<file path="src/dcs_pkg.sv">
// Shared constants and types for the DDS core with system clock selection.
package dcs_pkg;

    // ==========================================================
    // Widths
    localparam int unsigned PHASE_W = 32;
    localparam int unsigned DAC_W   = 14;
    localparam int unsigned CW2_W   = 24;
    localparam int unsigned ADDR_W  = 8;
    localparam int unsigned MULT_W  = 5;
    localparam int unsigned LOCK_W  = 15;

    // ==========================================================
    // Register byte offsets
    localparam logic [7:0] OFF_CW1     = 8'h00;
    localparam logic [7:0] OFF_CW2     = 8'h04;
    localparam logic [7:0] OFF_FTW     = 8'h08;
    localparam logic [7:0] OFF_UPDATE  = 8'h0C;
    localparam logic [7:0] OFF_STATUS  = 8'h10;
    localparam logic [7:0] OFF_PHASE   = 8'h14;
    localparam logic [7:0] OFF_ACT_CW1 = 8'h18;
    localparam logic [7:0] OFF_ACT_CW2 = 8'h1C;
    localparam logic [7:0] OFF_ACT_FTW = 8'h20;

    // ==========================================================
    // Field positions
    localparam int unsigned CW1_CLK_PD_BIT  = 4;
    localparam int unsigned CW1_CLR_PH_BIT  = 10;
    localparam int unsigned CW2_MULT_LSB    = 3;
    localparam int unsigned CW2_MULT_MSB    = 7;
    localparam int unsigned CW2_XTAL_BIT    = 9;
    localparam int unsigned UPDATE_BIT      = 0;
    localparam int unsigned ST_CLR_PH_BIT   = 0;
    localparam int unsigned ST_CLK_OFF_BIT  = 1;
    localparam int unsigned ST_OSC_ON_BIT   = 2;
    localparam int unsigned ST_PLL_ON_BIT   = 3;
    localparam int unsigned ST_SETTLE_BIT   = 4;
    localparam int unsigned ST_PLL_RDY_BIT  = 5;

    // ==========================================================
    // Reset values and encodings
    localparam logic [31:0] CW1_BUF_RST = 32'h0000_0000;
    localparam logic [31:0] CW1_ACT_RST = 32'h0000_0400;
    localparam logic [23:0] CW2_RST     = 24'h00_0000;
    localparam logic [31:0] FTW_RST     = 32'h0000_0000;
    localparam logic [31:0] ZERO_WORD   = 32'h0000_0000;
    localparam logic [4:0]  MULT_MIN    = 5'h04;
    localparam logic [4:0]  MULT_MAX    = 5'h14;
    localparam logic [31:0] QUARTER_TURN = 32'h4000_0000;
    localparam logic [13:0] DAC_MID     = 14'h2000;

    // ==========================================================
    // Timing: PLL lock allowance, 1 ms at a 20 MHz clock
    localparam int unsigned CLK_MHZ        = 20;
    localparam int unsigned PLL_LOCK_US    = 1000;
    localparam int unsigned PLL_LOCK_CYCLES = PLL_LOCK_US * CLK_MHZ;

    typedef enum logic [2:0] {
        PLL_OFF    = 3'b001,
        PLL_SETTLE = 3'b010,
        PLL_READY  = 3'b100
    } dcs_pll_state_t;

endpackage

</file>
<file path="src/dcs_phase_if.sv">
// Phase and amplitude link between the accumulator and the cosine converter.
`timescale 1ns/10ps
`default_nettype none
interface dcs_phase_if;
    logic [dcs_pkg::PHASE_W-1:0] phase;
    logic [dcs_pkg::DAC_W-1:0]   amplitude;
    modport src  (output phase, input amplitude);
    modport conv (input phase, output amplitude);
endinterface
`default_nettype wire

</file>
<file path="src/dcs_cosine.sv">
// Phase to amplitude converter with a registered 14-bit output.
`timescale 1ns/10ps
`default_nettype none
module dcs_cosine (
    input  wire logic i_clk,
    input  wire logic i_rst,
    dcs_phase_if.conv bus
);
    import dcs_pkg::*;

    // A parabolic half wave stands in for a table: no memory, one multiplier,
    // and the peak error stays near three percent of full scale.
    logic [31:0] cos_phase;
    logic        neg_half;
    logic [12:0] frac;
    logic [12:0] frac_rest;
    logic [25:0] prod;
    logic [13:0] mag;
    logic [13:0] next_amplitude;
    logic [13:0] amplitude;

    assign cos_phase = bus.phase + QUARTER_TURN;
    assign neg_half  = cos_phase[31];
    assign frac      = cos_phase[30:18];
    assign frac_rest = 13'h1FFF - frac;
    assign prod      = frac * frac_rest;
    assign mag       = {1'b0, prod[23:11]};

    assign next_amplitude = neg_half ? DAC_MID - mag : DAC_MID + mag;

    always_ff @(posedge i_clk or posedge i_rst) begin
        if (i_rst) begin
            amplitude <= DAC_MID;
        end else begin
            amplitude <= next_amplitude;
        end
    end

    assign bus.amplitude = amplitude;

endmodule
`default_nettype wire

</file>
<file path="src/dcs_core.sv">
// DDS core with phase accumulator, register transfer and system clock selection.
//
// What this block does
// - Output frequency is tuning word times clock over two to the 32.
// - Accumulator phase becomes a cosine amplitude, passed as 14 bits.
// - A zero tuning word freezes the phase; it does not reset it.
// - While clear-phase is active the accumulator output is forced to zero.
// - After reset active clear-phase is 1, buffered copy 0, until first transfer.
// - A transfer strobe copies buffered control words into the active ones.
// - Multiplier field bits 7 to 3, values 4 to 20, set PLL ratio.
// - Multiplier outside 4 to 20 bypasses the PLL and powers it down.
// - Select pin low disables oscillator and buffer, uses external reference.
// - Clock power-down bit 4 of word one stops the synthesis clock.
// - The crystal oscillator stays powered while the synthesis clock is stopped.
// - Bit 9 of word two enables the buffered oscillator output.
// - Multiplier handling does not depend on the clock power-down bit.
//
// Added by the designer: register access over APB and the register offsets.
`timescale 1ns/10ps
`default_nettype none
module dcs_core #(
    parameter int unsigned P_LOCK_CYCLES = dcs_pkg::PLL_LOCK_CYCLES
) (
    input  wire logic                        I_MCLK,
    input  wire logic                        I_RST,
    input  wire logic                        I_PSEL,
    input  wire logic                        I_PENABLE,
    input  wire logic                        I_PWRITE,
    input  wire logic [dcs_pkg::ADDR_W-1:0]  I_PADDR,
    input  wire logic [31:0]                 I_PWDATA,
    input  wire logic [3:0]                  I_PSTRB,
    output logic      [31:0]                 O_PRDATA,
    output logic                             O_PREADY,
    output logic                             O_PSLVERR,
    input  wire logic                        I_OSCILLATOR_SELECT_PIN,
    output logic      [dcs_pkg::DAC_W-1:0]   O_DAC_DATA,
    output logic                             O_OSC_EN,
    output logic                             O_XTAL_OUT_EN,
    output logic                             O_REFERENCE_CLOCK_INPUT_SEL,
    output logic                             O_PLL_EN,
    output logic      [dcs_pkg::MULT_W-1:0]  O_PLL_MULT,
    output logic                             O_SYNTHESIS_CLOCK_EN
);
    import dcs_pkg::*;

    localparam logic [LOCK_W-1:0] LOCK_LAST = LOCK_W'(P_LOCK_CYCLES - 1);

    // ==========================================================
    // Helpers

    // Byte-lane merge used by every writable register.
    function automatic logic [31:0] merge_bytes(
        input logic [31:0] old_val,
        input logic [31:0] new_val,
        input logic [3:0]  lanes
    );
        logic [31:0] res;
        res = old_val;
        for (int i = 0; i < 4; i++) begin
            if (lanes[i]) begin
                res[8*i +: 8] = new_val[8*i +: 8];
            end
        end
        return res;
    endfunction

    // ==========================================================
    // Declarations

    logic [31:0]       control_word_one_buf;
    logic [CW2_W-1:0]  control_word_two_buf;
    logic [31:0]       frequency_tuning_word_buf;
    logic [31:0]       control_word_one;
    logic [CW2_W-1:0]  control_word_two;
    logic [31:0]       frequency_tuning_word;
    logic [31:0]       phase_acc;
    logic [31:0]       next_phase_acc;
    logic              osc_meta;
    logic              osc_sel;
    dcs_pll_state_t    pll_state;
    dcs_pll_state_t    next_pll_state;
    logic [LOCK_W-1:0] lock_cnt;
    logic [LOCK_W-1:0] next_lock_cnt;
    logic [MULT_W-1:0] mult_seen;
    logic [31:0]       rdata;
    logic              rerr;
    logic [31:0]       next_rdata;
    logic              next_rerr;
    logic [31:0]       cw2_merged;

    dcs_phase_if phase_link ();

    // ==========================================================
    // Bus decode

    wire setup_phase  = I_PSEL & ~I_PENABLE;
    wire access_phase = I_PSEL & I_PENABLE;
    wire wr_access    = access_phase & I_PWRITE;
    wire sel_cw1      = I_PADDR == OFF_CW1;
    wire sel_cw2      = I_PADDR == OFF_CW2;
    wire sel_ftw      = I_PADDR == OFF_FTW;
    wire sel_update   = I_PADDR == OFF_UPDATE;
    wire sel_status   = I_PADDR == OFF_STATUS;
    wire sel_phase    = I_PADDR == OFF_PHASE;
    wire sel_act_cw1  = I_PADDR == OFF_ACT_CW1;
    wire sel_act_cw2  = I_PADDR == OFF_ACT_CW2;
    wire sel_act_ftw  = I_PADDR == OFF_ACT_FTW;
    wire sel_rw       = sel_cw1 | sel_cw2 | sel_ftw | sel_update;
    wire sel_ro       = sel_status | sel_phase | sel_act_cw1 | sel_act_cw2 | sel_act_ftw;

    // The strobe fires only when the low byte lane carries a one in bit zero.
    wire update_strobe = wr_access & sel_update & I_PSTRB[0] & I_PWDATA[UPDATE_BIT];

    assign cw2_merged = merge_bytes({8'h00, control_word_two_buf}, I_PWDATA, I_PSTRB);

    // ==========================================================
    // Active control decode

    wire clr_phase = control_word_one[CW1_CLR_PH_BIT];
    wire clk_off   = control_word_one[CW1_CLK_PD_BIT];
    wire xtal_req  = control_word_two[CW2_XTAL_BIT];
    wire [MULT_W-1:0] mult = control_word_two[CW2_MULT_MSB:CW2_MULT_LSB];
    // The range test looks only at the multiplier field, never at clk_off.
    wire pll_on = (mult >= MULT_MIN) && (mult <= MULT_MAX);
    wire osc_on = osc_sel;

    // ==========================================================
    // Buffered control memory, written over the bus

    always_ff @(posedge I_MCLK or posedge I_RST) begin
        if (I_RST) begin
            control_word_one_buf      <= CW1_BUF_RST;
            control_word_two_buf      <= CW2_RST;
            frequency_tuning_word_buf <= FTW_RST;
        end else if (wr_access) begin
            if (sel_cw1) begin
                control_word_one_buf <= merge_bytes(control_word_one_buf, I_PWDATA, I_PSTRB);
            end
            if (sel_cw2) begin
                control_word_two_buf <= cw2_merged[CW2_W-1:0];
            end
            if (sel_ftw) begin
                frequency_tuning_word_buf <= merge_bytes(frequency_tuning_word_buf, I_PWDATA, I_PSTRB);
            end
        end
    end

    // ==========================================================
    // Active control registers, loaded by the transfer strobe

    // Clear-phase comes up set in the active word while the buffered word is
    // clear, so the phase stays at zero until software issues a transfer.
    always_ff @(posedge I_MCLK or posedge I_RST) begin
        if (I_RST) begin
            control_word_one      <= CW1_ACT_RST;
            control_word_two      <= CW2_RST;
            frequency_tuning_word <= FTW_RST;
        end else if (update_strobe) begin
            control_word_one      <= control_word_one_buf;
            control_word_two      <= control_word_two_buf;
            frequency_tuning_word <= frequency_tuning_word_buf;
        end
    end

    // ==========================================================
    // Phase accumulator

    // A zero tuning word simply adds nothing, so the phase holds where it is.
    always_comb begin
        if (clk_off) begin
            next_phase_acc = phase_acc;
        end else if (clr_phase) begin
            next_phase_acc = ZERO_WORD;
        end else begin
            next_phase_acc = phase_acc + frequency_tuning_word;
        end
    end

    always_ff @(posedge I_MCLK or posedge I_RST) begin
        if (I_RST) begin
            phase_acc <= ZERO_WORD;
        end else begin
            phase_acc <= next_phase_acc;
        end
    end

    // The output is forced even while the clock is stopped with a stale phase.
    assign phase_link.phase = clr_phase ? ZERO_WORD : phase_acc;

    // ==========================================================
    // Cosine conversion

    dcs_cosine u_cosine (
        .i_clk (I_MCLK),
        .i_rst (I_RST),
        .bus   (phase_link.conv)
    );

    assign O_DAC_DATA = phase_link.amplitude;

    // ==========================================================
    // Oscillator select pin synchroniser

    always_ff @(posedge I_MCLK or posedge I_RST) begin
        if (I_RST) begin
            osc_meta <= 1'b0;
            osc_sel  <= 1'b0;
        end else begin
            osc_meta <= I_OSCILLATOR_SELECT_PIN;
            osc_sel  <= osc_meta;
        end
    end

    // ==========================================================
    // PLL lock tracking

    // Software owns the lock wait; this tracker only reports whether the lock
    // allowance has run out since the last multiplier change, so a driver can poll it.
    always_comb begin
        next_pll_state = pll_state;
        next_lock_cnt  = lock_cnt;
        case (pll_state)
            PLL_OFF: begin
                next_lock_cnt = '0;
                if (pll_on) begin
                    next_pll_state = PLL_SETTLE;
                end
            end
            PLL_SETTLE: begin
                if (!pll_on) begin
                    next_pll_state = PLL_OFF;
                end else if (mult != mult_seen) begin
                    next_lock_cnt = '0;
                end else if (lock_cnt == LOCK_LAST) begin
                    next_pll_state = PLL_READY;
                end else begin
                    next_lock_cnt = lock_cnt + 1'b1;
                end
            end
            PLL_READY: begin
                next_lock_cnt = '0;
                if (!pll_on) begin
                    next_pll_state = PLL_OFF;
                end else if (mult != mult_seen) begin
                    next_pll_state = PLL_SETTLE;
                end
            end
            default: begin
                next_pll_state = PLL_OFF;
                next_lock_cnt  = '0;
            end
        endcase
    end

    always_ff @(posedge I_MCLK or posedge I_RST) begin
        if (I_RST) begin
            pll_state <= PLL_OFF;
            lock_cnt  <= '0;
            mult_seen <= '0;
        end else begin
            pll_state <= next_pll_state;
            lock_cnt  <= next_lock_cnt;
            mult_seen <= mult;
        end
    end

    // ==========================================================
    // Clock selection outputs

    // The oscillator enable follows the pin alone: stopping the synthesis
    // clock leaves the crystal running, which saves a slow restart.
    always_ff @(posedge I_MCLK or posedge I_RST) begin
        if (I_RST) begin
            O_OSC_EN                    <= 1'b0;
            O_XTAL_OUT_EN               <= 1'b0;
            O_REFERENCE_CLOCK_INPUT_SEL <= 1'b1;
            O_PLL_EN                    <= 1'b0;
            O_PLL_MULT                  <= '0;
            O_SYNTHESIS_CLOCK_EN        <= 1'b0;
        end else begin
            O_OSC_EN                    <= osc_on;
            O_XTAL_OUT_EN               <= osc_on & xtal_req;
            O_REFERENCE_CLOCK_INPUT_SEL <= ~osc_on;
            O_PLL_EN                    <= pll_on;
            O_PLL_MULT                  <= pll_on ? mult : '0;
            O_SYNTHESIS_CLOCK_EN        <= ~clk_off;
        end
    end

    // ==========================================================
    // Read path

    wire [31:0] status_word = {26'h000_0000,
                               pll_state == PLL_READY,
                               pll_state == PLL_SETTLE,
                               pll_on,
                               osc_on,
                               clk_off,
                               clr_phase};

    // Read data is sampled in the setup cycle so that it leaves a flop.
    always_comb begin
        next_rerr = 1'b0;
        if (sel_cw1) begin
            next_rdata = control_word_one_buf;
        end else if (sel_cw2) begin
            next_rdata = {8'h00, control_word_two_buf};
        end else if (sel_ftw) begin
            next_rdata = frequency_tuning_word_buf;
        end else if (sel_status) begin
            next_rdata = status_word;
        end else if (sel_phase) begin
            next_rdata = phase_link.phase;
        end else if (sel_act_cw1) begin
            next_rdata = control_word_one;
        end else if (sel_act_cw2) begin
            next_rdata = {8'h00, control_word_two};
        end else if (sel_act_ftw) begin
            next_rdata = frequency_tuning_word;
        end else begin
            next_rdata = ZERO_WORD;
            next_rerr  = ~sel_rw;
        end
        if (I_PWRITE && sel_ro) begin
            next_rerr = 1'b1;
        end
    end

    always_ff @(posedge I_MCLK or posedge I_RST) begin
        if (I_RST) begin
            rdata <= ZERO_WORD;
            rerr  <= 1'b0;
        end else if (setup_phase) begin
            rdata <= I_PWRITE ? ZERO_WORD : next_rdata;
            rerr  <= next_rerr;
        end
    end

    assign O_PRDATA  = rdata;
    assign O_PREADY  = 1'b1;
    assign O_PSLVERR = rerr & access_phase;

endmodule
`default_nettype wire

</file>
<file path="config.mk">
export PLATFORM = sky130hd
export DESIGN_NAME = dcs_core
export DESIGN_NICKNAME = d
export VERILOG_FILES = /design/src/dcs_pkg.sv /design/src/dcs_phase_if.sv /design/src/dcs_cosine.sv /design/src/dcs_core.sv
export SDC_FILE = /design/constraint.sdc
export NUM_CORES = 1
export LEC_CHECK = 0
export BUFFER_PORTS_ARGS = -buffer_cell sky130_fd_sc_hd__buf_2
export CAP_MARGIN = 20
export CORE_MARGIN = 1
export CORE_UTILIZATION = 45
export DETAILED_ROUTE_END_ITERATION = 16
export GPL_ROUTABILITY_DRIVEN = 0
export SLEW_MARGIN = 5
export SYNTH_ARGS = -nofsm -noshare
export SYNTH_HDL_FRONTEND = slang
export SYNTH_HIERARCHICAL = 1
export SYNTH_SLANG_ARGS = --single-unit
</file>
<file path="constraint.sdc">
create_clock -name I_MCLK -period 7.21 [get_ports I_MCLK]
set_input_delay 0.3605 -clock I_MCLK [delete_from_list [all_inputs] [get_ports I_MCLK]]
set_output_delay 0.3605 -clock I_MCLK [all_outputs]
set_load 0.02 [all_outputs]
</file>
==> results.md, run 1 <==
- The flow ran to the end, but the final reports show violations.
- The final reports fail on DRC.
- The worst setup path is captured at a flop.
- The die covers 0.0429 mm^2.
- The synthesized netlist occupies a cell area of 0.0189 mm^2.
- Leaving out filler cells and counting taps, the final layout contains 2444.
- After clock tree synthesis, the flow added hold-fix buffers numbering 2.
- For this block, the initial DRC count from the detailed router was 710.
- The global router's overall resource usage is 21.7%.
- For this design, the sink count on the clock tree is 290.
- Setup violations remaining at the end of the flow were counted as 0.
- Post-CTS timing repair inserted 0 buffers for setup.
- In the layout the commonest cells are sky130_fd_sc_hd__dfrtp_1, sky130_fd_sc_hd__inv_1, sky130_fd_sc_hd__nand2_1.
- The floorplan step set the die width to 207 um.
- The startpoint of the most critical setup path is control_word_one[10].
- The worst-case clock skew is 0.0332 ns.
- The number of design rule violations left after detail routing is 3.
- The synthesized netlist net count is 2054.
- The number of nets with antenna violations after detailed routing is 0.
- The number of clock buffers added by TritonCTS is 35.
- Once layout is done, the placed cells without fillers occupy 0.0213 mm^2.
- The final worst-path cycle share is 88.9%.
- The met1 track utilization from global routing is 29.1%.
- The worst setup path is launched from a flop.
- The first global-routing pass estimated 74900 um of wire.
- The clock latency at the later pin of the worst-skew pair is 0.55 ns.
- The placed standard-cell area is 0.0201 mm^2.
- The busiest layer in global routing is met2.
- The fraction of layout instances using a drive strength above 1 is 17.9%.
- The maximum buffer depth of the clock tree is 3.
- Setup total negative slack on the finished layout was measured at 0 ns.
- The estimated wirelength of the detail-placed design is 32800 um.
- The arrival time of data at the critical path endpoint is 6.87 ns.
- The start point of the worst hold path is I_PWDATA[29].
- The startpoint identified for the worst register-to-register timing path is control_word_one[10].
- Along the worst hold path, the cell count comes to 2.
- The I/O pin count is 108.
- The row count is 74.
- The number of placed instances with taps included is 2380.
- Static timing analysis puts the maximum clock frequency at 156 MHz.
- The relative slew slack is 33.0%.
- The overall die height is 207 um.
- The number of max-slew violations in the final report was 0.
- The number of buffers added on ports is 106.
- In the routed layout, each cell is associated on average with a via count of 5.53.
- The average wire per cell in the routed design is 18.4 um.
- After clock tree synthesis, the clock-pin slew on the worst setup and hold paths is 0.06 ns.
- The tree is rooted in a sky130_fd_sc_hd__clkbuf_16.
- Entering global routing, the biggest net connects 80 pins.
- The repair_antennas step left the layout with diodes totalling 0.
- For this design the static power due to leakage is 10.9 nW.
- The depth of the CTS H-tree is 2.
- The number of global-route vias before repair came to 14200.
- TritonCTS built the clock tree.
- The number of cells on the worst reg-to-reg path is 23.
- In this run the power density over the cells is 165 mW/mm^2.
- The synthesis-to-finish area growth is 12.5%.
- The library cell used most frequently in the layout, excluding fill and tap cells, is sky130_fd_sc_hd__dfrtp_1.
- The path category of the worst min-delay check is input port to flop.
- The gate count of the mapped netlist is 1785.
- The time the worst path needs with I/O delays and setup is 6.41 ns.
- The routed design has 45100 um of wire.
- For the pin with the worst max-slew slack, the measured transition is 0.998 ns.
- Max-cap violations in this run came to 0.
- The number of antenna violations at the first check in global routing is 0.
- STA puts the critical path data required time at 7.66 ns.
- The residual overflow from global routing is 0.
- The starting density of the core is 46.0%.
- The average cell area after synthesis is 10.6 um^2.
- The core region is 0.0411 mm^2.
- The met2 usage in global routing is 36.2%.
- The sum of internal, switching and leakage power is 3.50 mW.
- The net count reported at finish is 2157.
- Across the VDD grid, the largest voltage drop is 0.159 mV.
- The final count of hold timing violations is 0.
- The number of gates resized after CTS was 0.
- Setup repair after global routing left no endpoint under its margin.
- For this run, the detailed router's first-pass iteration total came to 13.
- The final hold slack is 0.0613 ns.
- The global routing usage on met3 is 3.47%.
- For this block, the via count after detailed routing is 13500.
- Of all nets on the critical path, the largest fanout is 16.
- The critical path is of the flop to flop type.
- The warning count from the yosys run is 6.
## routing by layer
metal	wire [um]	vias up
li1	-	6329
met1	20200	6827
met2	21700	266
met3	2030	82
met4	1180	0
met5	0	-
## final cells by class
| class | count | area (um^2) |
|---|---|---|
| Clock buffer | 47 | 981 |
| Timing Repair Buffer | 144 | 841 |
| Sequential cell | 290 | 7260 |
| Inverter | 177 | 668 |
| Tap cell | 532 | 666 |
| Clock inverter | 14 | 186 |
| Multi-Input combinational cell | 1240 | 10700 |
| Fill cell | 3751 | 19800 |
## power by group
part           internal, mW  leakage, nW  switching [mW]
clock network          1.07        0.563           0.699
logic                0.0251         6.35          0.0687
registers              1.63         4.01         0.00445
total                  2.73         10.9           0.772
## critical path, cell delays in order, from the launching register on
cell	delay [ns]
sky130_fd_sc_hd__dfstp_2	0.67
sky130_fd_sc_hd__nor2b_1	0.07
sky130_fd_sc_hd__buf_4	0.19
sky130_fd_sc_hd__inv_1	0.35
sky130_fd_sc_hd__nor2_1	0.10
sky130_fd_sc_hd__fa_1	0.50
sky130_fd_sc_hd__inv_1	0.05
sky130_fd_sc_hd__fa_1	0.47
sky130_fd_sc_hd__inv_1	0.05
sky130_fd_sc_hd__fa_1	0.49
sky130_fd_sc_hd__inv_1	0.05
sky130_fd_sc_hd__fa_1	0.52
sky130_fd_sc_hd__inv_1	0.05
sky130_fd_sc_hd__fa_1	0.44
sky130_fd_sc_hd__ha_1	0.32
sky130_fd_sc_hd__nand3_1	0.14
sky130_fd_sc_hd__o221ai_1	0.31
sky130_fd_sc_hd__nand2_1	0.16
sky130_fd_sc_hd__xor2_1	0.22
sky130_fd_sc_hd__ha_1	0.19
sky130_fd_sc_hd__nand2b_1	0.09
sky130_fd_sc_hd__or3_1	0.45
sky130_fd_sc_hd__o31ai_1	0.26
sky130_fd_sc_hd__xor2_1	0.17
## through the flow
stage	worst slack (ns)	util, %
floorplan	0.777	-
global placement	0.910	48.8
detailed placement	0.843	48.8
CTS	0.833	51.7
global route	0.346	51.8
finish	0.797	51.8
## worst paths after layout
path	endpoint	slack, ns
min reg2reg	osc_on	0.34
max	u_cosine/bus.amplitude[12]	0.80
min in group asynchronous	control_word_one_buf[22]	0.34
min	frequency_tuning_word_buf[29]	0.06
max in group asynchronous	frequency_tuning_word[31]	4.81
max reg2reg	u_cosine/bus.amplitude[12]	0.80
## flip-flops by register name, summed over array words and instances, names as in the netlist, 3 cells and up
| signal | flops |
|---|---|
| u_cosine/bus.amplitude | 14 |
| mult_seen | 5 |
| O_PLL_MULT | 5 |
| phase_acc | 32 |
| frequency_tuning_word | 32 |
| control_word_two | 24 |
| frequency_tuning_word_buf | 32 |
| control_word_two_buf | 24 |
| O_PRDATA | 32 |
| pll_state | 3 |
| control_word_one | 32 |
| control_word_one_buf | 32 |
| lock_cnt | 15 |
Note: power is estimated with default switching activity, not from simulation.
==> run 2: changes to the inputs <==
BUFFER_PORTS_ARGS = -buffer_cell sky130_fd_sc_hd__buf_4   (was -buffer_cell sky130_fd_sc_hd__buf_2)
==> results.md, run 2 (synthesized netlist as in run 1, its figures left out) <==
- The via count normalized by instance count is 5.53 (about the same).
- The fraction of layout instances using a drive strength above 1 is 18.1% (+0.20 points).
- The final worst-path cycle share is 89.4% (+0.45 points).
- The arrival time of data at the critical path endpoint is 6.90 ns (+0.03 ns).
- The max-capacitance violation count came to 0 (unchanged).
- The maximum VDD drop is 0.142 mV (-11%).
- The full die area is 0.0429 mm^2 (unchanged).
- The synthesis-to-finish area growth is 14.7%.
- TritonCTS built the clock tree.
- The setup-violating endpoint count in the final report is 0 (unchanged).
- The number of fillers in the final layout is 3693 (-1.5%).
- The transition at the pin with the smallest max-transition slack is 0.987 ns (-0.0113 ns).
- The depth of the CTS H-tree was 2 (unchanged).
- The number of vias in the routed layout is 13500 (+0.14%).
- The total clock buffers created by CTS was 35 (unchanged).
- The cell sitting at the root of the clock tree is a sky130_fd_sc_hd__clkbuf_16.
- The maximum buffer depth of the clock tree came to 3 (unchanged).
- The worst setup path is launched from a flop.
- The final count of hold timing violations is 0 (unchanged).
- The clock transition at the register clock pins on the worst setup and hold paths after CTS was 0.06 ns (about the same).
- The type of the setup path with the least slack is flop to flop.
- The required time reported for the critical path endpoint is 7.66 ns (about the same).
- The total number of clock tree sinks was 290 (unchanged).
- The number of nets with antenna violations after detailed routing is 0 (unchanged).
- The power per standard cell area is 174 mW/mm^2 (+5.5%).
- The number of design-rule violations left by the first detailed-router iteration came to 765 (+7.7%).
- The average wire per cell in the routed design was 18.6 um (+0.83%).
- The worst-case clock skew is 0.0196 ns (-0.0136 ns).
- Setup repair after global routing left no endpoint under its margin.
- The maximum achievable frequency is 155 MHz (-0.50%).
- In the layout the commonest cells are sky130_fd_sc_hd__dfrtp_1, sky130_fd_sc_hd__inv_1, sky130_fd_sc_hd__nand2_1.
- The relative slew slack is 34.0% (+0.96 points).
- The maximum fanout along the worst path is 16 (unchanged).
- The I/O pin count is 108 (unchanged).
- The die span in x was 207 um (unchanged).
- The final reports fail on DRC.
- The number of buffers added on ports is 106 (unchanged).
- The global-route wire length before repair came to 75700 um (+1.1%).
- The path category of the worst min-delay check is input port to flop.
- The clock latency at the later pin of the worst-skew pair is 0.55 ns (about the same).
- The number of max-slew violations in the final report is 0 (unchanged).
- The time the worst path needs with I/O delays and setup is 6.45 ns (+0.0325 ns).
- The overall die height was 207 um (unchanged).
- The global router's overall resource usage came to 22.0% (+0.31 points).
- The residual overflow from global routing is 0 (unchanged).
- The row count came to 74 (unchanged).
- The number of global-route vias before repair was 14300 (+0.62%).
- The wire length reported by the detailed router is 45400 um (+0.87%).
- The count of instances resized after the clock tree is built came to 0 (unchanged).
- The most frequent standard cell in the layout excluding fill and tap cells is sky130_fd_sc_hd__dfrtp_1.
- The final sum of negative setup slack is 0 ns (unchanged).
- The final core utilization is 52.8% (+1.0 points).
- The flow ran to the end, but the final reports show violations.
- The number of design rule violations left after detail routing is 3 (unchanged).
- The estimated wirelength of the detail-placed design is 32600 um (-0.59%).
- The first-pass detailed-route iteration total is 11 (-2).
- The post-CTS setup buffer count is 0 (unchanged).
- The core region area is 0.0411 mm^2 (unchanged).
- The starting density of the core is 46.0% (unchanged).
- The net count reported at finish was 2155 (-0.093%).
- The kind of end point of the critical path is a flop.
- The maximum number of pins on one net before global-route repair is 140 (+75%).
- The quantity of hold-fixing buffers added after cts came to 2 (unchanged).
- The leakage power of the design is 11.0 nW (+1.1%).
- The final antenna diode count is 0 (unchanged).
- The number of antenna violations at the first check in global routing is 0 (unchanged).
-- run 2: worst paths after layout --
kind                                      start                            end  slack [ns]  cells after the start
max                        control_word_one[10]     u_cosine/bus.amplitude[11]        0.76                     22
min                                I_PWDATA[30]  frequency_tuning_word_buf[30]        0.05                      2
max reg2reg                control_word_one[10]     u_cosine/bus.amplitude[11]        0.76                     22
min reg2reg                            osc_meta                         osc_on        0.36                      0
max in group asynchronous                 I_RST                  O_XTAL_OUT_EN        5.07                      5
min in group asynchronous                 I_RST     u_cosine/bus.amplitude[11]        0.44                      3
-- run 2: area by class of cell --
type                    count  area (um^2)  share of cell area (%)
multi-input cells        1240        10700                    49.2
flip-flops and latches    290         7260                    33.5
well taps                 532          666                    3.07
clock inverters            17          312                    1.44
inverters                 177          668                    3.08
repair buffers            142         1080                    4.99
clock buffers              47         1030                    4.76
-- run 2: per-layer routing --
metal	share of wire [%]	up-vias	global-route usage (%)
met3	4.0	80	3.44
li1	-	6352	-
met4	2.6	0	6.90
met1	46	6817	29.5
met2	48	274	36.7
met5	0	-	0
-- run 2: critical path, stage by stage (launching register included) --
cell	delay, ns
sky130_fd_sc_hd__dfstp_2	0.68
sky130_fd_sc_hd__nor2b_1	0.08
sky130_fd_sc_hd__buf_4	0.19
sky130_fd_sc_hd__inv_1	0.36
sky130_fd_sc_hd__nor2_1	0.12
sky130_fd_sc_hd__fa_1	0.55
sky130_fd_sc_hd__inv_1	0.05
sky130_fd_sc_hd__fa_1	0.53
sky130_fd_sc_hd__inv_1	0.05
sky130_fd_sc_hd__fa_1	0.45
sky130_fd_sc_hd__fa_1	0.49
sky130_fd_sc_hd__inv_1	0.05
sky130_fd_sc_hd__fa_1	0.47
sky130_fd_sc_hd__inv_1	0.04
sky130_fd_sc_hd__ha_1	0.39
sky130_fd_sc_hd__a21oi_1	0.22
sky130_fd_sc_hd__o211ai_1	0.13
sky130_fd_sc_hd__nand3_1	0.15
sky130_fd_sc_hd__a31oi_1	0.11
sky130_fd_sc_hd__or3_1	0.34
sky130_fd_sc_hd__a211o_1	0.35
sky130_fd_sc_hd__o41ai_2	0.37
sky130_fd_sc_hd__xor2_1	0.19
-- run 2: stage by stage --
step,std cells,setup slack (ns),hold slack [ns],power [mW],cell area (um^2)
after floorplan,1785,0.777,0.249,1.72,18900
after global placement,2379,0.917,0.334,1.77,20300
after detailed placement,2379,0.776,0.347,1.77,20300
after CTS,2445,0.758,0.0262,3.81,21700
after global routing,2445,0.301,0.0392,3.89,21700
final,2445,0.765,0.0471,3.77,21700
-- run 2: report_power, final --
| group | total (mW) | switching (mW) | leakage [nW] | internal [mW] |
|---|---|---|---|---|
| Sequential | 1.64 | 0.00452 | 4.01 | 1.63 |
| Combinational | 0.100 | 0.0679 | 6.38 | 0.0322 |
| Clock | 2.03 | 0.726 | 0.653 | 1.30 |
| Total | 3.77 | 0.798 | 11.0 | 2.97 |
